$ cat src/verilog/mbs_consts.svh
/*
  Constants of the serial register-access slave: function codes, exception
  codes, register numbers, command bit positions, CRC and timing figures.
  Assumes it is included by bare name from the package or the modules.
*/
`ifndef MBS_CONSTS_SVH
`define MBS_CONSTS_SVH

`define MBS_FN_READ 8'h03
`define MBS_FN_WRITE1 8'h06
`define MBS_FN_LOOP 8'h08
`define MBS_FN_WRITEN 8'h10
`define MBS_EXC_FLAG 8'h80
`define MBS_EXC_NONE 8'h00
`define MBS_EXC_FUNC 8'h01
`define MBS_EXC_ADDR 8'h02
`define MBS_EXC_DATA 8'h03
`define MBS_BCAST 8'h00

`define MBS_REG_RSVD 16'h2400
`define MBS_REG_OPCMD 16'h2401
`define MBS_REG_FREQ 16'h2402
`define MBS_REG_END 17'h02403
`define MBS_MAX_WORDS 16'h0014
`define MBS_OPCMD_RESET 16'h0000
`define MBS_FREQ_RESET 16'h0000

`define MBS_OP_RUN 0
`define MBS_OP_REV 1
`define MBS_OP_EXTF 2
`define MBS_OP_FRST 3
`define MBS_OP_VMFI_LSB 8

`define MBS_CRC_INIT 16'hffff
`define MBS_CRC_POLY 16'ha001

`define MBS_LEN_FIX 8'h08
`define MBS_LEN_MIN 8'h04
`define MBS_LEN_EXC 8'h05
`define MBS_WN_HDR 8'h09
`define MBS_WN_DATA0 8'h07
`define MBS_RD_DATA0 8'h03

`define MBS_SILENCE_MS 10
`define MBS_CLK_KHZ 250000
`define MBS_SILENCE_CYC (`MBS_SILENCE_MS * `MBS_CLK_KHZ)

`endif

$ cat src/verilog/mbs_pkg.sv
/*
  Types of the serial register-access slave.
  Assumes nothing beyond a SystemVerilog compiler.
*/
`default_nettype none
package mbs_pkg;
  typedef enum logic {mbs_st_rx, mbs_st_tx} mbs_state_t;
  typedef enum logic [1:0] {mbs_rsp_read, mbs_rsp_echo, mbs_rsp_ack, mbs_rsp_exc} mbs_resp_t;
endpackage
`default_nettype wire

$ cat src/verilog/mbs_crc_if.sv
/*
  Carrier between the slave and a CRC unit: clear, byte strobe, byte, CRC.
  Assumes both ends share one clock.
*/
`default_nettype none
interface mbs_crc_if;
  logic clr;
  logic en;
  logic [7:0] data;
  logic [15:0] crc;
  modport user(output clr, output en, output data, input crc);
  modport unit(input clr, input en, input data, output crc);
endinterface
`default_nettype wire

$ cat src/verilog/mbs_crc.sv
/*
  Byte-wide reflected CRC-16 accumulator, one byte per strobe.
  Assumes clr and en come from the clk domain; clr wins over en.
*/
`default_nettype none
`include "mbs_consts.svh"
module mbs_crc (
  // Clock and reset
  input wire logic clk,
  input wire logic nrst,
  // Byte stream in, CRC out
  mbs_crc_if.unit port
);
  import mbs_pkg::*;

  logic [15:0] crc_reg;
  logic [15:0] crc_next;

  // Eight shift steps with the reflected polynomial
  always_comb begin
    crc_next = crc_reg ^ {8'h00, port.data};
    for (int i = 0; i < 8; i++) begin
      crc_next = crc_next[0] ? ((crc_next >> 1) ^ `MBS_CRC_POLY) : (crc_next >> 1);
    end
  end

  always_ff @(posedge clk or negedge nrst) begin
    if (!nrst) begin
      crc_reg <= `MBS_CRC_INIT;
    end else if (port.clr) begin
      crc_reg <= `MBS_CRC_INIT;
    end else if (port.en) begin
      crc_reg <= crc_next;
    end
  end

  assign port.crc = crc_reg;
endmodule
`default_nettype wire

$ cat src/verilog/mbs_slave.sv
/*
  Serial register-access slave: parses request frames byte by byte, checks
  CRC and framing silence, executes reads and writes of the command group,
  and streams the normal or exception answer.
  Assumes bytes arrive already deframed from the UART, one per rx_valid,
  and that the sender drains tx_data under the valid/ready handshake.
*/
//
// Contract
// - Read returns byte count then words high-first
// - Single write stores value, echoes request
// - Multi write up to 20 words, short ack
// - Exception answer sets function bit 7
// - Exception code latched onto warning display
// - Operation word bits drive run, reverse, faults, inputs
// - Word at FREQUENCY_COMMAND_WORD is frequency command
// - Command words read/write; RESERVED_COMMAND_WORD reserved
// - CRC-16 A001h, low byte first, bad dropped
// - Ten millisecond silence delimits every frame
// - Broadcast executes but never answers
`default_nettype none
`include "mbs_consts.svh"
module mbs_slave #(
  parameter int unsigned SILENCE_CYC = `MBS_SILENCE_CYC
) (
  // Clock and reset
  input wire logic clk,
  input wire logic nrst,
  // Station setting
  input wire logic [7:0] station_addr,
  // Received bytes
  input wire logic [7:0] rx_data,
  input wire logic rx_valid,
  // Bytes to send
  output logic [7:0] tx_data,
  output logic tx_valid,
  input wire logic tx_ready,
  // Drive commands
  output logic run_cmd,
  output logic reverse_cmd,
  output logic external_fault_from_link,
  output logic fault_reset_cmd,
  output logic [7:0] virtual_mfi,
  output logic [15:0] freq_cmd,
  // Operator warning
  output logic [7:0] link_error_warning_display,
  output logic link_error_warning_valid
);
  import mbs_pkg::*;

  mbs_state_t st_reg;
  mbs_resp_t kind_reg;
  logic [21:0] sil_reg;
  logic [7:0] rx_idx_reg, rx_addr_reg, rx_func_reg, rx_bcnt_reg, rx_hi_reg;
  logic [15:0] rx_start_reg, rx_arg_reg;
  logic [15:0] op_reg, freq_reg, stg_op_reg, stg_freq_reg;
  logic stg_op_we_reg, stg_freq_we_reg;
  logic [7:0] exc_reg, tx_idx_reg, tx_len_reg, tx_data_reg;
  logic [7:0] warn_reg;
  logic warn_valid_reg;

  mbs_crc_if rx_crc ();
  mbs_crc_if tx_crc ();
  mbs_crc u_rx_crc (.clk(clk), .nrst(nrst), .port(rx_crc));
  mbs_crc u_tx_crc (.clk(clk), .nrst(nrst), .port(tx_crc));

  // Receive side decode
  wire rx_take = (st_reg == mbs_st_rx) && rx_valid;
  wire eval = (st_reg == mbs_st_rx) && !rx_valid && (rx_idx_reg != 8'h00) &&
              (sil_reg == 22'(SILENCE_CYC - 1));
  wire crc_ok = (rx_crc.crc == 16'h0000) && (rx_idx_reg >= `MBS_LEN_MIN);
  wire bcast = (rx_addr_reg == `MBS_BCAST);
  wire addr_hit = (station_addr != `MBS_BCAST) && (bcast || rx_addr_reg == station_addr);
  wire fn_rd = (rx_func_reg == `MBS_FN_READ);
  wire fn_w1 = (rx_func_reg == `MBS_FN_WRITE1);
  wire fn_wn = (rx_func_reg == `MBS_FN_WRITEN);
  wire fn_lp = (rx_func_reg == `MBS_FN_LOOP);
  wire cnt_ok = (rx_arg_reg != 16'h0000) && (rx_arg_reg <= `MBS_MAX_WORDS);
  wire [7:0] cnt_bytes = {rx_arg_reg[6:0], 1'b0};
  wire start_in = (rx_start_reg >= `MBS_REG_RSVD) && (rx_start_reg <= `MBS_REG_FREQ);
  wire range_ok = start_in && (({1'b0, rx_start_reg} + {1'b0, rx_arg_reg}) <= `MBS_REG_END);
  wire fix_len = (rx_idx_reg == `MBS_LEN_FIX);
  wire wn_len = (rx_bcnt_reg == cnt_bytes) && (rx_idx_reg == `MBS_WN_HDR + rx_bcnt_reg);
  wire [7:0] exc_code =
    (!fn_rd && !fn_w1 && !fn_wn && !fn_lp) ? `MBS_EXC_FUNC :
    (fn_rd && (!fix_len || !cnt_ok)) ? `MBS_EXC_DATA :
    (fn_rd && !range_ok) ? `MBS_EXC_ADDR :
    (fn_w1 && !fix_len) ? `MBS_EXC_DATA :
    (fn_w1 && !start_in) ? `MBS_EXC_ADDR :
    (fn_wn && (!cnt_ok || !wn_len)) ? `MBS_EXC_DATA :
    (fn_wn && !range_ok) ? `MBS_EXC_ADDR : `MBS_EXC_NONE;
  wire accept = eval && crc_ok && addr_hit;
  wire do_write = accept && (exc_code == `MBS_EXC_NONE) && (fn_w1 || fn_wn);
  wire respond = accept && !bcast && !fn_lp;
  wire is_exc = (exc_code != `MBS_EXC_NONE);
  wire [7:0] rsp_len = is_exc ? `MBS_LEN_EXC :
                       fn_rd ? 8'(`MBS_LEN_EXC + cnt_bytes) : `MBS_LEN_FIX;

  // Multi-write data words land in staging until the CRC is known
  wire [7:0] wn_pos = rx_idx_reg - `MBS_WN_DATA0;
  wire wn_byte = rx_take && fn_wn && (rx_idx_reg >= `MBS_WN_DATA0) && (wn_pos < cnt_bytes);
  wire [15:0] wn_reg = rx_start_reg + {9'h000, wn_pos[7:1]};
  wire wn_word = wn_byte && wn_pos[0];

  assign rx_crc.clr = eval;
  assign rx_crc.en = rx_take;
  assign rx_crc.data = rx_data;

  // Transmit side byte selection for the next index
  wire [7:0] nxt_i = tx_idx_reg + 8'h01;
  wire [7:0] rd_pos = nxt_i - `MBS_RD_DATA0;
  wire [15:0] rd_reg = rx_start_reg + {9'h000, rd_pos[7:1]};
  wire [15:0] rd_word = (rd_reg == `MBS_REG_OPCMD) ? op_reg :
                        (rd_reg == `MBS_REG_FREQ) ? freq_reg : 16'h0000;
  wire [15:0] echo_word = rx_arg_reg;
  wire [7:0] body_byte =
    (kind_reg == mbs_rsp_exc) ? exc_reg :
    (kind_reg == mbs_rsp_read) ? ((nxt_i == 8'h02) ? cnt_bytes :
                                  (rd_pos[0] ? rd_word[7:0] : rd_word[15:8])) :
    (nxt_i == 8'h02) ? rx_start_reg[15:8] :
    (nxt_i == 8'h03) ? rx_start_reg[7:0] :
    (nxt_i == 8'h04) ? echo_word[15:8] : echo_word[7:0];
  wire [7:0] func_byte = (kind_reg == mbs_rsp_exc) ? (rx_func_reg | `MBS_EXC_FLAG) :
                         rx_func_reg;
  wire [7:0] load_byte =
    eval ? rx_addr_reg :
    (nxt_i == 8'h01) ? func_byte :
    (nxt_i == tx_len_reg - 8'h02) ? tx_crc.crc[7:0] :
    (nxt_i == tx_len_reg - 8'h01) ? tx_crc.crc[15:8] : body_byte;
  wire tx_fire = (st_reg == mbs_st_tx) && tx_ready;
  wire tx_last = tx_fire && (tx_idx_reg == tx_len_reg - 8'h01);

  assign tx_crc.clr = tx_last;
  assign tx_crc.en = respond || (tx_fire && !tx_last && (nxt_i < tx_len_reg - 8'h02));
  assign tx_crc.data = load_byte;

  // Frame silence timer and state
  always_ff @(posedge clk or negedge nrst) begin
    if (!nrst) begin
      sil_reg <= 22'h000000;
    end else begin
      sil_reg <= (rx_take || eval || st_reg == mbs_st_tx) ? 22'h000000 : sil_reg + 22'h000001;
    end
  end

  always_ff @(posedge clk or negedge nrst) begin
    if (!nrst) begin
      st_reg <= mbs_st_rx;
    end else if (respond) begin
      st_reg <= mbs_st_tx;
    end else if (tx_last) begin
      st_reg <= mbs_st_rx;
    end
  end

  // Header field capture
  always_ff @(posedge clk or negedge nrst) begin
    if (!nrst) begin
      rx_idx_reg <= 8'h00;
    end else if (eval) begin
      rx_idx_reg <= 8'h00;
    end else if (rx_take && rx_idx_reg != 8'hff) begin
      rx_idx_reg <= rx_idx_reg + 8'h01;
    end
  end

  always_ff @(posedge clk or negedge nrst) begin
    if (!nrst) begin
      rx_addr_reg <= 8'h00;
      rx_func_reg <= 8'h00;
      rx_start_reg <= 16'h0000;
      rx_arg_reg <= 16'h0000;
      rx_bcnt_reg <= 8'h00;
      rx_hi_reg <= 8'h00;
    end else if (rx_take) begin
      if (rx_idx_reg == 8'h00) rx_addr_reg <= rx_data;
      if (rx_idx_reg == 8'h01) rx_func_reg <= rx_data;
      if (rx_idx_reg == 8'h02) rx_start_reg[15:8] <= rx_data;
      if (rx_idx_reg == 8'h03) rx_start_reg[7:0] <= rx_data;
      if (rx_idx_reg == 8'h04) rx_arg_reg[15:8] <= rx_data;
      if (rx_idx_reg == 8'h05) rx_arg_reg[7:0] <= rx_data;
      if (rx_idx_reg == 8'h06) rx_bcnt_reg <= rx_data;
      rx_hi_reg <= rx_data;
    end
  end

  // Staging of multi-write words
  always_ff @(posedge clk or negedge nrst) begin
    if (!nrst) begin
      stg_op_reg <= `MBS_OPCMD_RESET;
      stg_freq_reg <= `MBS_FREQ_RESET;
      stg_op_we_reg <= 1'b0;
      stg_freq_we_reg <= 1'b0;
    end else if (eval) begin
      stg_op_we_reg <= 1'b0;
      stg_freq_we_reg <= 1'b0;
    end else if (wn_word) begin
      if (wn_reg == `MBS_REG_OPCMD) stg_op_reg <= {rx_hi_reg, rx_data};
      if (wn_reg == `MBS_REG_OPCMD) stg_op_we_reg <= 1'b1;
      if (wn_reg == `MBS_REG_FREQ) stg_freq_reg <= {rx_hi_reg, rx_data};
      if (wn_reg == `MBS_REG_FREQ) stg_freq_we_reg <= 1'b1;
    end
  end

  // Command registers, committed only by a good frame
  wire w1_op = do_write && fn_w1 && (rx_start_reg == `MBS_REG_OPCMD);
  wire w1_freq = do_write && fn_w1 && (rx_start_reg == `MBS_REG_FREQ);
  always_ff @(posedge clk or negedge nrst) begin
    if (!nrst) begin
      op_reg <= `MBS_OPCMD_RESET;
      freq_reg <= `MBS_FREQ_RESET;
    end else begin
      if (w1_op) op_reg <= rx_arg_reg;
      if (do_write && fn_wn && stg_op_we_reg) op_reg <= stg_op_reg;
      if (w1_freq) freq_reg <= rx_arg_reg;
      if (do_write && fn_wn && stg_freq_we_reg) freq_reg <= stg_freq_reg;
    end
  end

  // Answer setup and byte stream
  always_ff @(posedge clk or negedge nrst) begin
    if (!nrst) begin
      kind_reg <= mbs_rsp_read;
      exc_reg <= `MBS_EXC_NONE;
      tx_len_reg <= `MBS_LEN_EXC;
    end else if (respond) begin
      kind_reg <= is_exc ? mbs_rsp_exc : fn_rd ? mbs_rsp_read :
                  fn_w1 ? mbs_rsp_echo : mbs_rsp_ack;
      exc_reg <= exc_code;
      tx_len_reg <= rsp_len;
    end
  end

  always_ff @(posedge clk or negedge nrst) begin
    if (!nrst) begin
      tx_idx_reg <= 8'h00;
      tx_data_reg <= 8'h00;
    end else if (respond) begin
      tx_idx_reg <= 8'h00;
      tx_data_reg <= load_byte;
    end else if (tx_fire && !tx_last) begin
      tx_idx_reg <= nxt_i;
      tx_data_reg <= load_byte;
    end
  end

  // Warning latch, replaced by each new exception answer
  always_ff @(posedge clk or negedge nrst) begin
    if (!nrst) begin
      warn_reg <= `MBS_EXC_NONE;
      warn_valid_reg <= 1'b0;
    end else if (respond && is_exc) begin
      warn_reg <= exc_code;
      warn_valid_reg <= 1'b1;
    end
  end

  assign tx_data = tx_data_reg;
  assign tx_valid = (st_reg == mbs_st_tx);
  assign run_cmd = op_reg[`MBS_OP_RUN];
  assign reverse_cmd = op_reg[`MBS_OP_REV];
  assign external_fault_from_link = op_reg[`MBS_OP_EXTF];
  assign fault_reset_cmd = op_reg[`MBS_OP_FRST];
  assign virtual_mfi = op_reg[`MBS_OP_VMFI_LSB +: 8];
  assign freq_cmd = freq_reg;
  assign link_error_warning_display = warn_reg;
  assign link_error_warning_valid = warn_valid_reg;
endmodule
`default_nettype wire
$ cat config.mk
export PLATFORM = sky130hd
export DESIGN_NAME = mbs_slave
export DESIGN_NICKNAME = d
export VERILOG_FILES = /design/src/verilog/mbs_pkg.sv /design/src/verilog/mbs_crc_if.sv /design/src/verilog/mbs_crc.sv /design/src/verilog/mbs_slave.sv
export VERILOG_INCLUDE_DIRS = /design/src /design/src/verilog
export SDC_FILE = /design/constraint.sdc
export NUM_CORES = 1
export LEC_CHECK = 0
export BUFFER_PORTS_ARGS = -buffer_cell sky130_fd_sc_hd__buf_2
export CAP_MARGIN = 5
export CORE_UTILIZATION = 63
export CTS_CLUSTER_SIZE = 28
export DETAILED_ROUTE_END_ITERATION = 8
export PLACE_DENSITY = 0.89
export SLEW_MARGIN = 20
export SYNTH_ARGS = -nofsm -noshare
export SYNTH_HDL_FRONTEND = slang
export SYNTH_SLANG_ARGS = --single-unit
$ cat constraint.sdc
create_clock -name clk -period 7.8 [get_ports clk]
set_input_delay 0 -clock clk [delete_from_list [all_inputs] [get_ports clk]]
set_output_delay 0 -clock clk [all_outputs]
set_load 0.05 [all_outputs]
==> results of run 1 <==
-- worst max-delay path, delay by kind of cell, from the launching register on --
| kind | cells | cell delay, ns |
|---|---|---|
| flops | 1 | 0.53 |
| mux | 2 | 0.52 |
| fa+ha+maj | 2 | 0.78 |
| compound gates | 4 | 1.33 |
| xor+xnor | 5 | 1.78 |
| simple gates | 7 | 1.92 |
-- logic make-up after synthesis --
| family | after synthesis | synth area share (%) |
|---|---|---|
| compound gates | 375 | 16.0 |
| xor+xnor | 146 | 8.78 |
| fa+ha+maj | 61 | 5.27 |
| buf+inv | 148 | 4.22 |
| flops | 224 | 37.9 |
| mux | 130 | 9.57 |
| other cells | 1 | 0.0252 |
| simple gates | 548 | 18.3 |
-- final timing paths --
kind | start | to | slack [ns]
max in group asynchronous | nrst | rx_hi_reg[4]$_DFFE_PN0P_ | 6.45
min | rx_data[4] | stg_freq_reg[4]$_DFFE_PN0P_ | 0.03
max | tx_idx_reg[1]$_DFFE_PN0P_ | u_tx_crc.port.crc[0]$_DFFE_PN1P_ | 0.79
min reg2reg | link_error_warning_display[1]$_DFFE_PN0P_ | link_error_warning_display[1]$_DFFE_PN0P_ | 0.48
max reg2reg | tx_idx_reg[1]$_DFFE_PN0P_ | u_tx_crc.port.crc[0]$_DFFE_PN1P_ | 0.79
min in group asynchronous | nrst | tx_idx_reg[2]$_DFFE_PN0P_ | 0.04
-- timing repair --
item | CTS | global route
endpoints found under the hold margin | 121 | 0
endpoints found under the setup margin | 0 | 0
gates resized for setup | 0 | 0
hold buffers | 6 | 0
-- stage by stage --
step | hold slack [ns] | power (W) | utilization, % | instances
after detailed placement | 0.0463 | 0.00248 | 66.7 | 1921
after global routing | 0.0295 | 0.00389 | 70.6 | 1971
final | 0.0266 | 0.00372 | 70.6 | 1971
after global placement | 0.0499 | 0.00245 | 66.7 | 1921
after floorplan | -0.296 | 0.00222 | - | 1638
after CTS | 0.00550 | 0.00370 | 70.6 | 1971
-- cell usage in the layout (no fill, tap or decap), types with 7 or more instances in the layout --
master                      count
sky130_fd_sc_hd__xnor2_1       92
sky130_fd_sc_hd__a21o_1        13
sky130_fd_sc_hd__nand2b_1      15
sky130_fd_sc_hd__xor2_1        52
sky130_fd_sc_hd__clkbuf_16     24
sky130_fd_sc_hd__nand2_1      123
sky130_fd_sc_hd__nand3b_1      10
sky130_fd_sc_hd__dfstp_2       34
sky130_fd_sc_hd__nor2_1       164
sky130_fd_sc_hd__mux2i_1       33
sky130_fd_sc_hd__o21bai_1       8
sky130_fd_sc_hd__mux2_2        96
sky130_fd_sc_hd__a21oi_1      131
sky130_fd_sc_hd__buf_4         12
sky130_fd_sc_hd__nand4_1       33
sky130_fd_sc_hd__nand3_1       37
sky130_fd_sc_hd__nor2b_1       12
sky130_fd_sc_hd__o21ai_0       74
sky130_fd_sc_hd__o31ai_1        7
sky130_fd_sc_hd__o2111ai_1      7
sky130_fd_sc_hd__and2_1        11
sky130_fd_sc_hd__dfrtp_1      190
sky130_fd_sc_hd__buf_2         58
sky130_fd_sc_hd__and3_1        23
sky130_fd_sc_hd__nor3_1        37
sky130_fd_sc_hd__or3_1         15
sky130_fd_sc_hd__a2111oi_0      7
sky130_fd_sc_hd__a211oi_1      13
sky130_fd_sc_hd__nor4_1        18
sky130_fd_sc_hd__o22ai_1       14
sky130_fd_sc_hd__ha_1          58
sky130_fd_sc_hd__inv_1         47
sky130_fd_sc_hd__or2_2         11
sky130_fd_sc_hd__o211ai_1      23
sky130_fd_sc_hd__a31oi_1       10
sky130_fd_sc_hd__o21a_1        17
-- where the power goes --
group | total [W] | internal (W) | switching [W]
logic | 0.00112 | 0.000446 | 0.000678
registers | 0.00137 | 0.00127 | 0.000101
clock network | 0.00122 | 0.000720 | 0.000502
total | 0.00372 | 0.00244 | 0.00128
-- cell type report --
class	count	share of cell area [%]
flip-flops and latches	224	34.9
inverters	47	1.09
repair buffers	77	2.81
well taps	313	2.42
clock inverters	9	0.936
multi-input cells	1266	53.6
clock buffers	35	4.28
-- routing by layer --
metal	track usage (%)	up-vias	wire length, um
met5	0	-	0
met4	17.6	0	2350
met3	7.53	203	4330
met2	57.6	785	19700
met1	50.2	6342	18000
li1	-	5875	-
==> run summary, run 1 <==
The synthesized design contains 0 enable-type register cells. The clock latency reported for the late side of the worst-skew pair is 0.56 ns. The final total negative setup slack is 0 ns. For the pin with the worst max-slew slack, the measured transition is 1.09 ns. The worst setup path is captured at a flop. The number of global-route vias before repair is 12700.

The category of the critical setup timing path is flop to flop. At the end of routability-driven placement, the weighted congestion stood at 1.01. The layout has 1669 filler cells. The root buffer cell chosen for the clock tree is sky130_fd_sc_hd__clkbuf_16. The overall global routing resource usage came out at 37.2%.

In this run the worst path has a maximum fanout of 14. The worst supply voltage drop on vdd is 0.217 mV. The top-area cell type share of the netlist area is 31.9%. The worst path uses 89.9% of the clock period. The number of flip-flops under the largest register name is 22.

The hold path depth came out at 2. The number of cell rows is 55. The leakage power is 7.45 nW. During placement, the flow inserted port buffers numbering 59.

The post-place setup slack came out at 0.920 ns. The combined flip-flop and latch cell area came out at 5650 um^2. The remaining routing DRC violations is 0. The number of detailed-routing iterations run before antenna repair came out at 6. For this block, the via count after detailed routing is 13200. The post-route worst setup slack is approximately 0.79 ns. By count the netlist is led by sky130_fd_sc_hd__dfrtp_1 (190), sky130_fd_sc_hd__nor2_1 (164), sky130_fd_sc_hd__a21oi_1 (131), sky130_fd_sc_hd__nand2_1 (123), sky130_fd_sc_hd__mux2_2 (96). The CTS clock-pin slew for the worst setup and hold paths came out at roughly 0.060 ns.

In the final layout, the share of cells above drive strength 1 is 16.2%. Traced cell by cell, the critical path runs through ha_1, and3_1, xnor2_1, nand2_1, or4_1, xnor2_1, ha_1, a21oi_1, o211ai_1, nand4_1, mux2i_1, and4_1, nand4_1, o311a_1, mux2i_1, xor2_1, xnor3_2, xor2_1, and3_1, a2111oi_1. The total I/O pin count is 66. Entering global routing, the biggest net connects between 90 and 100 pins. The worst stage delay on the critical path came out at ~0.57 ns. The worst endpoint data arrival time is 7.43 ns.

Wires add up to 44400 um. The netlist uses 81 different library cells. The post-detailed-route count of antenna-violating nets came out at 0. Based on the critical path, the design can be clocked at up to roughly 140 MHz. The effective utilization at floorplan is roughly 65%. The total clock buffers created by CTS is 24. The max-cap check violation count is 0. The flip-flop and latch count after synthesis is 224. The most frequently used cell type in the post-synthesis netlist is sky130_fd_sc_hd__dfrtp_1. The number of nets in the finished design is 1721. Sorting the synthesized cells by area gives the leading types as sky130_fd_sc_hd__dfrtp_1 (32%), sky130_fd_sc_hd__mux2_2 (7.3%), sky130_fd_sc_hd__dfstp_2 (6.0%), sky130_fd_sc_hd__xnor2_1 (5.4%), sky130_fd_sc_hd__ha_1 (4.9%). The multi-input gate area in the final layout came out at 8670 um^2.

The final clock skew is 0.0317 ns. The count of antenna diodes in the layout is 0. The run finished with clean final reports. CTS saw 224 sinks. The average instance area after synthesis is 9.12 um^2. The post-route minimum period came out at ~7 ns. After detailed routing, the average wire length per cell comes to 22.5 um. The maximum buffer depth of the clock tree is 3. The min-delay analysis places its worst path in the category input port to flop.

The detailed-placement wirelength estimate came out at 31100 um. The share of flip-flops with an asynchronous set or reset came out at 100%. The gate count after technology mapping is 1633. The power per standard cell area is roughly 230 nW/um^2. The sequential cell area fraction in the yosys report came out at 37.9%.

The startpoint type of the worst setup path is a flop. The Yosys warning count came out at 0. TritonCTS built the clock tree. Once placement finished, the instance area stood at approximately 15000 um^2. The number of levels in the clock H-tree is 1. The required time reported for the critical path endpoint is between 8 and 9 ns. The final instance area is 16200 um^2. Measured against its own limit, the worst slew margin works out to 27.0%. The per-cell via count in the routed design came out at 6.70. The top flip-flop cell by instance count after synthesis is sky130_fd_sc_hd__dfrtp_1. The slowest stage of the critical path belongs to the cell sky130_fd_sc_hd__or4_1. Setup repair after global routing left no endpoint under its margin. After global routing the overflow that remains totals 0. The total core area is roughly 23000 um^2. The number of cells on the worst reg-to-reg path is 20. The area of the mapped netlist is approximately 15000 um^2.

The layout overhead on the synthesized area is 8.62%. The number of hold violations in the final report came to 0. The final number of setup-violating endpoints is 0.

sky130_fd_sc_hd__dfrtp_1 takes more of the synthesized area than any other cell. The die outline area is 24300 um^2. The die outline width is 156 um. The number of DRC violations after detailed-routing iteration 0 is 1437. The die extent in y is 156 um. The number of slew-limit violations in the final report is 0. The global-route wire length before repair came out at 70200 um.

The number of buffers inserted to repair setup after CTS came out at 0. The initial antenna violation count came out at 0.
(Power assumes the default switching activity.)
==> run 2: changes to the inputs <==
--- a/config.mk
+++ b/config.mk
@@ -6,11 +6,13 @@
 export SDC_FILE = /design/constraint.sdc
 export NUM_CORES = 1
 export LEC_CHECK = 0
+export ABC_AREA = 1
 export BUFFER_PORTS_ARGS = -buffer_cell sky130_fd_sc_hd__buf_2
 export CAP_MARGIN = 5
 export CORE_UTILIZATION = 63
 export CTS_CLUSTER_SIZE = 28
 export DETAILED_ROUTE_END_ITERATION = 8
+export MAX_ROUTING_LAYER = met4
 export PLACE_DENSITY = 0.89
 export SLEW_MARGIN = 20
 export SYNTH_ARGS = -nofsm -noshare
==> run summary, run 2 <==
The number of global-route vias before repair is 14300 (+12%). Among all cell types in the netlist, the one instantiated most often is sky130_fd_sc_hd__nand2_1. The detailed-routing wirelength on met1 came out at 18900 um (+5.0%). Among all flip-flop cells after synthesis, the most frequent one is sky130_fd_sc_hd__dfrtp_1.

The layout filler cell count came out at 1854 (+11%). The overall global routing resource usage is 40.8% (+3.6 points). The final clock skew came out at 0.0158 ns (-0.0159 ns). STA classifies the critical path endpoint as a flop. The die outline area was 24600 um^2 (+1.4%).

The final number of setup-violating endpoints is 0 (unchanged). The die extent in y came out at 157 um (+0.71%). The top-area cell type share of the netlist area is 31.5% (-0.46 points).

The layout overhead on the synthesized area came out at 9.01%. The met3 routed wirelength came to 4770 um (+10%). The number of nets in the finished design is 2185 (+27%). The share of flip-flops with an asynchronous set or reset came to 100% (unchanged).

The number of slew-limit violations in the final report is 0 (unchanged). The highest fanout seen on the critical path is 25 (+11). The quantity of gates resized following cts is 0 (unchanged). The number of DRC violations after detailed-routing iteration 0 came out at 1576 (+9.7%). The number of hold violations in the final report was 0 (unchanged). The area of the mapped netlist came out at 15100 um^2 (+1.5%). The worst endpoint data arrival time was 6.50 ns (-0.93 ns). The combined flip-flop and latch cell area was 5650 um^2 (unchanged). The initial antenna violation count is 0 (unchanged).

The required time reported for the critical path endpoint came to 8.27 ns (+0.05 ns). The worst stage delay on the critical path is 0.99 ns (+0.42 ns). The number of sinks handled by clock tree synthesis is 224 (unchanged).

The power per standard cell area came out at 249 nW/um^2 (+8.2%). The maximum buffer depth of the clock tree came out at 3 (unchanged). The total core area is 23500 um^2 (+2.4%). The post-route minimum period was 6.03 ns (-0.977 ns). The final total negative setup slack is 0 ns (unchanged). The total clock buffers created by CTS came to 25 (+4.2%). The slew of the pin with the lowest slew margin came to 1.11 ns (+0.0207 ns). The remaining routing DRC violations is 0 (unchanged).

Setup repair after global routing left no endpoint under its margin. The post-detailed-placement cell area is 15500 um^2 (+1.7%). The final routed wirelength across all metal layers came out at 47400 um (+6.9%). The worst-case hold slack is 0.0144 ns (-0.0122 ns). Counting stages on the worst path, the most repeated cell is sky130_fd_sc_hd__nand2_1. The count of antenna diodes in the layout is 0 (unchanged). The sequential cell area fraction in the yosys report is 37.4% (-0.54 points). The final weighted congestion of routability-driven global placement came out at 1.06 (+4.9%). The number of levels in the clock H-tree is 1 (unchanged).

The total via count after detailed routing is 14700 (+11%). The top routing layer in use is met4. The commonest cells after synthesis are sky130_fd_sc_hd__nand2_1 (492), sky130_fd_sc_hd__inv_1 (291), sky130_fd_sc_hd__dfrtp_1 (190), sky130_fd_sc_hd__nor2_1 (176), sky130_fd_sc_hd__o21ai_0 (145). The multi-input gate area in the final layout was 8020 um^2 (-7.5%). The average wire per standard cell is 19.4 um (-14%).

The gate count after technology mapping came to 2061 (+26%). The worst supply voltage drop on vdd came out at 0.299 mV (+38%). The number of synthesized flops with an enable pin came out at 0 (unchanged). The average instance area after synthesis was 7.33 um^2 (-20%). The startpoint type of the worst setup path is a flop. The effective utilization at floorplan is 64.4% (-0.62 points). The remaining max-slew budget at the tightest pin came out at 25.4% (-1.7 points). The detailed-placement wirelength estimate came out at 34900 um (+12%). The total I/O pin count came to 66 (unchanged). The per-cell via count in the routed design is 6.02 (-10%). The critical path is of the flop to flop type. The number of cell rows came out at 56 (+1.8%). The largest individual stage delay along the critical path comes from the cell sky130_fd_sc_hd__dfrtp_1. The post-detailed-route count of antenna-violating nets is 0 (unchanged). The largest total area in the synthesized netlist belongs to sky130_fd_sc_hd__dfrtp_1. The CTS tree is done. The detailed route wirelength on metal2 is 21600 um (+9.5%). The count of distinct cell types in the synthesized netlist is 61 (-25%). By area the synthesized netlist is led by sky130_fd_sc_hd__dfrtp_1 (31%), sky130_fd_sc_hd__nand2_1 (12%), sky130_fd_sc_hd__inv_1 (7.2%), sky130_fd_sc_hd__dfstp_2 (5.9%), sky130_fd_sc_hd__ha_1 (4.8%). The run finished with clean final reports. The remaining global-route overflow was 0 (unchanged). The maximum frequency from static timing analysis came to 166 MHz (+16%).

The global-route wire length before repair came out at 75200 um (+7.0%). The leakage power was 8.42 nW (+13%). The CTS clock-pin slew for the worst setup and hold paths came out at 0.06 ns (about the same). The number of detailed-routing iterations run before antenna repair is 6 (unchanged). The ratio of cells with drive above 1 in the final layout came out at 9.90% (-6.3 points). The number of flip-flops under the largest register name was 22 (unchanged). In this run the clock root is driven by a sky130_fd_sc_hd__clkbuf_16. Leaving out fill and tap cells, the most frequent cells in the layout are sky130_fd_sc_hd__nand2_1 (492), sky130_fd_sc_hd__inv_1 (291), sky130_fd_sc_hd__dfrtp_1 (190), sky130_fd_sc_hd__nor2_1 (175), sky130_fd_sc_hd__o21ai_0 (145). The tightest min-delay check is of the input port to async pin type. The count of input and output buffers was 59 (unchanged).

The share of the core filled with cells in the final layout came out at 70.2% (-0.42 points). The largest net degree at the start of global routing came out at 84 (-14%). The flip-flop and latch count after synthesis is 224 (unchanged).

The final instance area came out at 16500 um^2 (+1.8%). The portion of the clock cycle consumed by the worst path in the final layout came to 77.4% (-13 points). The die outline width came out at 157 um (+0.71%). The clock latency reported for the late side of the worst-skew pair was 0.53 ns (-0.03 ns). The library cell used most frequently in the layout, excluding fill and tap cells, is sky130_fd_sc_hd__nand2_1.

The number of cells on the worst reg-to-reg path is 37 (+85%). The Yosys warning count came to 0 (unchanged). The max-cap check violation count is 0 (unchanged).
[run 2: changes by cell type in the layout (fill, tap and decap cells not counted), moves of 23 or more]
| cell | change |
|---|---|
| sky130_fd_sc_hd__mux2_2 | -94 |
| sky130_fd_sc_hd__and3_1 | -23 |
| sky130_fd_sc_hd__inv_1 | +244 |
| sky130_fd_sc_hd__xnor2_1 | -63 |
| sky130_fd_sc_hd__nand2_1 | +369 |
| sky130_fd_sc_hd__a21oi_1 | -28 |
| sky130_fd_sc_hd__mux2i_1 | -27 |
| sky130_fd_sc_hd__nand3_1 | +74 |
| sky130_fd_sc_hd__o21ai_0 | +71 |
[run 2: cell families (layout without fill, tap and decap cells)]
group | count (synthesis) | in the layout | synth area share, %
multiplexers | 8 | 8 | 0.546
adder cells (fa/ha/maj) | 61 | 61 | 5.20
buffers and inverters | 364 | 420 | 9.72
AO/OA/AOI/OAI | 361 | 361 | 13.4
other | 1 | 6 | 0.0248
AND/OR/NAND/NOR | 944 | 944 | 27.9
flip-flops | 224 | 224 | 37.4
XOR/XNOR | 98 | 98 | 5.83
[run 2: cell type report]
cell class,count,area share (%)
multi-input cells,1478,48.7
flip-flops and latches,224,34.3
inverters,300,6.84
clock buffers,34,4.18
repair buffers,75,2.77
well taps,319,2.42
clock inverters,11,0.828
[run 2: worst max-delay path: cells and delay by family, from the launching register on]
kind	cells	cell delay (ns)
XOR/XNOR	2	0.35
adder cells (fa/ha/maj)	2	0.74
buffers and inverters	3	0.43
AND/OR/NAND/NOR	27	2.88
flip-flops	1	0.99
AO/OA/AOI/OAI	3	0.58
[run 2: through the flow]
stage,setup slack [ns],power [W],instances
3_5_place_dp,1.87,0.00288,2385
5_1_grt,1.14,0.00432,2441
2_1_floorplan,3.17,0.00255,2066
4_1_cts,1.84,0.00407,2441
3_3_place_gp,2.00,0.00283,2385
6_report,1.77,0.00410,2441
[run 2: layer usage]
layer  GRT usage [%]  vias up
met5               -        -
li1                -     6792
met4            17.3        0
met3            7.68      184
met1            52.3     6934
met2            63.4      793
[run 2: final timing paths]
path                       slack (ns)                                 start                              endpoint
setup / recovery                 1.77             tx_idx_reg[0]$_DFFE_PN0P_     u_tx_crc.port.crc[13]$_DFFE_PN1P_
hold / removal                   0.01                                  nrst                tx_data[7]$_DFFE_PN0P_
setup reg to reg                 1.77             tx_idx_reg[0]$_DFFE_PN0P_     u_tx_crc.port.crc[13]$_DFFE_PN1P_
hold reg to reg                  0.46  link_error_warning_valid$_DFFE_PN0P_  link_error_warning_valid$_DFFE_PN0P_
max in group asynchronous        6.36                                  nrst             stg_op_we_reg$_DFFE_PN0P_
min in group clk                 0.27                       station_addr[0]                  tx_valid$_DFFE_PN0P_
[run 2: where the power goes]
part           internal, W  leakage, nW  switching, W
logic             0.000487         5.22      0.000963
clock network     0.000717        0.407      0.000483
registers          0.00133         2.78      0.000122
[run 2: repair_timing]
item,CTS,global route
hold buffers,11,0
endpoints found under the hold margin,86,0
setup buffers,0,0
endpoints found under the setup margin,0,0
==> run 3: changes to the inputs <==
==> constraint.sdc (replaced) <==
create_clock -name clk -period 5.6 [get_ports clk]
set_input_delay 0 -clock clk [delete_from_list [all_inputs] [get_ports clk]]
set_output_delay 0 -clock clk [all_outputs]
set_load 0.05 [all_outputs]
==> run summary, run 3 (synthesis gave the netlist of run 2 again) <==
The worst supply voltage drop on vdd is 0.329 mV (+9.8%). The per-cell via count in the routed design came out at 6.03 (about the same). The detailed-placement wirelength estimate came out at 33300 um (-4.5%).

The final weighted congestion of routability-driven global placement is 1.05 (-1.4%). The power per standard cell area is 361 nW/um^2 (+45%). The final total negative setup slack came out at 0 ns (unchanged).

The number of global-route vias before repair came out at 14100 (-1.0%). The total via count after detailed routing was 14800 (+0.65%). The layout overhead on the synthesized area is 10.9%. The portion of the clock cycle consumed by the worst path in the final layout came out at 92.7% (+15 points). The capturing element type of the critical path is a flop. The worst min-delay path class is input port to async pin. The met3 routed wirelength came out at 4740 um (-0.80%). The tree is rooted in a sky130_fd_sc_hd__clkbuf_16.

The post-detailed-placement cell area is 15600 um^2 (+0.53%). The CTS clock-pin slew for the worst setup and hold paths is 0.07 ns (about the same). The ratio of cells with drive above 1 in the final layout came out at 10.9% (+0.96 points). The detailed route wirelength on metal2 is 21600 um (-0.13%). The number of DRC violations after detailed-routing iteration 0 came out at 1690 (+7.2%).

The flow ran to the end, and the final reports show no timing, DRC or antenna violations. The number of slew-limit violations in the final report came out at 0 (unchanged). The total core area came out at 23500 um^2 (unchanged). The average wire per standard cell is 19.0 um (-2.0%). The library cells used most frequently in the layout, excluding fill and tap cells, are sky130_fd_sc_hd__nand2_1 (491), sky130_fd_sc_hd__inv_1 (291), sky130_fd_sc_hd__dfrtp_1 (188), sky130_fd_sc_hd__nor2_1 (176), sky130_fd_sc_hd__o21ai_0 (145). The startpoint type of the worst setup path is a flop. The remaining max-slew budget at the tightest pin came out at 31.7% (+6.4 points).

The die outline area is 24600 um^2 (unchanged). The maximum buffer depth of the clock tree came out at 3 (unchanged). The number of sinks handled by clock tree synthesis was 224 (unchanged). The number of levels in the clock H-tree is 1 (unchanged).

The count of input and output buffers is 59 (unchanged). The remaining global-route overflow is 0 (unchanged). The clock latency reported for the late side of the worst-skew pair came to 0.54 ns (about the same).

The number of standard cells in the final layout excluding fillers is 2456 (+0.61%). The slew of the pin with the lowest slew margin came to 1.02 ns (-0.0853 ns). The worst-case hold slack came to 0.0554 ns (+0.0410 ns). The largest net degree at the start of global routing came out at 127 (+51%). The overall global routing resource usage is 40.1% (-0.68 points).

The die outline width came out at 157 um (unchanged). The maximum frequency from static timing analysis came out at 193 MHz (+16%). The CTS tree is done.

The required time reported for the critical path endpoint came to 6.06 ns (-2.21 ns). The total clock buffers created by CTS came out at 25 (unchanged). The number of cell rows is 56 (unchanged). The final routed wirelength across all metal layers came out at 46800 um (-1.4%). The detailed-routing wirelength on met1 is 18200 um (-3.2%). The die extent in y is 157 um (unchanged). The final number of setup-violating endpoints is 0 (unchanged). The number of detailed-routing iterations run before antenna repair came out at 8 (+2). The leakage power came out at 8.55 nW (+1.6%). The final instance area is 16800 um^2 (+1.7%). The max-cap check violation count is 0 (unchanged). The number of nets in the finished design came out at 2199 (+0.64%). The worst endpoint data arrival time is 5.65 ns (-0.85 ns).

The number of hold violations in the final report came out at 0 (unchanged). The layout filler cell count came to 1842 (-0.65%). The remaining routing DRC violations came out at 0 (unchanged). The total I/O pin count came out at 66 (unchanged). The post-route minimum period came out at 5.19 ns (-0.844 ns).

The number of flip-flops under the largest register name is 22 (unchanged). Signal routing reaches up to met4. The initial antenna violation count came out at 0 (unchanged).

The effective utilization at floorplan came to 64.4% (unchanged). The post-detailed-route count of antenna-violating nets came to 0 (unchanged). The worst setup path is of the flop to flop kind. The final clock skew is 0.0216 ns (+0.00582 ns).

The most frequent standard cell in the layout excluding fill and tap cells is sky130_fd_sc_hd__nand2_1. The number of instances in the placed design was 2396 (+0.46%). The highest fanout seen on the critical path came out at 21 (-16%). The global-route wire length before repair is 74200 um (-1.3%). The count of antenna diodes in the layout came out at 0 (unchanged).
==> run 3: final timing paths <==
kind	from	end	slack (ns)	depth (start not counted)
max in group asynchronous	nrst	rx_bcnt_reg[0]$_DFFE_PN0P_	4.09	3
worst max-delay path	echo_word[0]$_DFFE_PN0P_	op_reg[1]$_DFFE_PN0P_	0.41	22
min in group clk	station_addr[1]	tx_valid$_DFFE_PN0P_	0.26	8
worst min-delay path	nrst	tx_idx_reg[6]$_DFFE_PN0P_	0.06	2
worst max register to register	echo_word[0]$_DFFE_PN0P_	op_reg[1]$_DFFE_PN0P_	0.41	22
worst min register to register	sil_reg[0]$_DFF_PN0_	sil_reg[0]$_DFF_PN0_	0.46	1
==> run 3: power by group <==
| part | internal [W] | switching (W) | total (W) |
|---|---|---|---|
| combinational | 0.000695 | 0.00141 | 0.00211 |
| clock | 0.00123 | 0.000710 | 0.00194 |
| sequential | 0.00185 | 0.000154 | 0.00200 |
==> run 3: worst max-delay path, stage by stage, from the launching register on <==
cell                       delay [ns]
sky130_fd_sc_hd__dfrtp_1         0.46
sky130_fd_sc_hd__ha_1            0.25
sky130_fd_sc_hd__fa_1            0.42
sky130_fd_sc_hd__nand3_1         0.09
sky130_fd_sc_hd__nand2_1         0.09
sky130_fd_sc_hd__a21oi_1         0.15
sky130_fd_sc_hd__o21ai_0         0.14
sky130_fd_sc_hd__nand2_1         0.09
sky130_fd_sc_hd__nand2_1         0.05
sky130_fd_sc_hd__a21oi_1         0.19
sky130_fd_sc_hd__o21ai_0         0.20
sky130_fd_sc_hd__a21oi_1         0.27
sky130_fd_sc_hd__a21o_1          0.12
sky130_fd_sc_hd__nand3_1         0.07
sky130_fd_sc_hd__a21oi_1         0.14
sky130_fd_sc_hd__o211ai_1        0.22
sky130_fd_sc_hd__nand2_1         0.16
sky130_fd_sc_hd__nand3_2         0.21
sky130_fd_sc_hd__nor2_1          0.37
sky130_fd_sc_hd__nand3_1         0.59
sky130_fd_sc_hd__o21ai_0         0.61
sky130_fd_sc_hd__nand2_1         0.12
sky130_fd_sc_hd__nand2_1         0.08
==> run 3: layout make-up <==
class,count,area (um^2),share of cell area [%]
Inverter,300,1130,6.73
Clock buffer,29,671,4.00
Multi-Input combinational cell,1478,8050,48.1
Tap cell,319,399,2.38
Clock inverter,17,300,1.79
Timing Repair Buffer,89,558,3.33
Sequential cell,224,5650,33.7
==> run 3: repair_timing <==
action / CTS / global route
setup buffers: 0 / 3
resized for setup: 0 / 7
hold endpoints to repair: 141 / 0
hold buffers: 11 / 0
setup endpoints to repair: 0 / 4
==> run 3: per-stage QoR <==
stage                     utilization (%)  total power [W]  setup WS, ns
after floorplan                         -          0.00355         0.970
after global placement               66.5          0.00394         0.594
after detailed placement             66.5          0.00402         0.392
after CTS                            71.1          0.00597         0.376
after global routing                 71.4          0.00635       -0.0404
final                                71.4          0.00605         0.409
==> run 3: per-layer routing <==
layer	track usage [%]	vias to the layer above
li1	-	6820
met1	51.1	6971
met2	62.2	836
met3	7.71	171
met4	18.1	0
met5	-	-
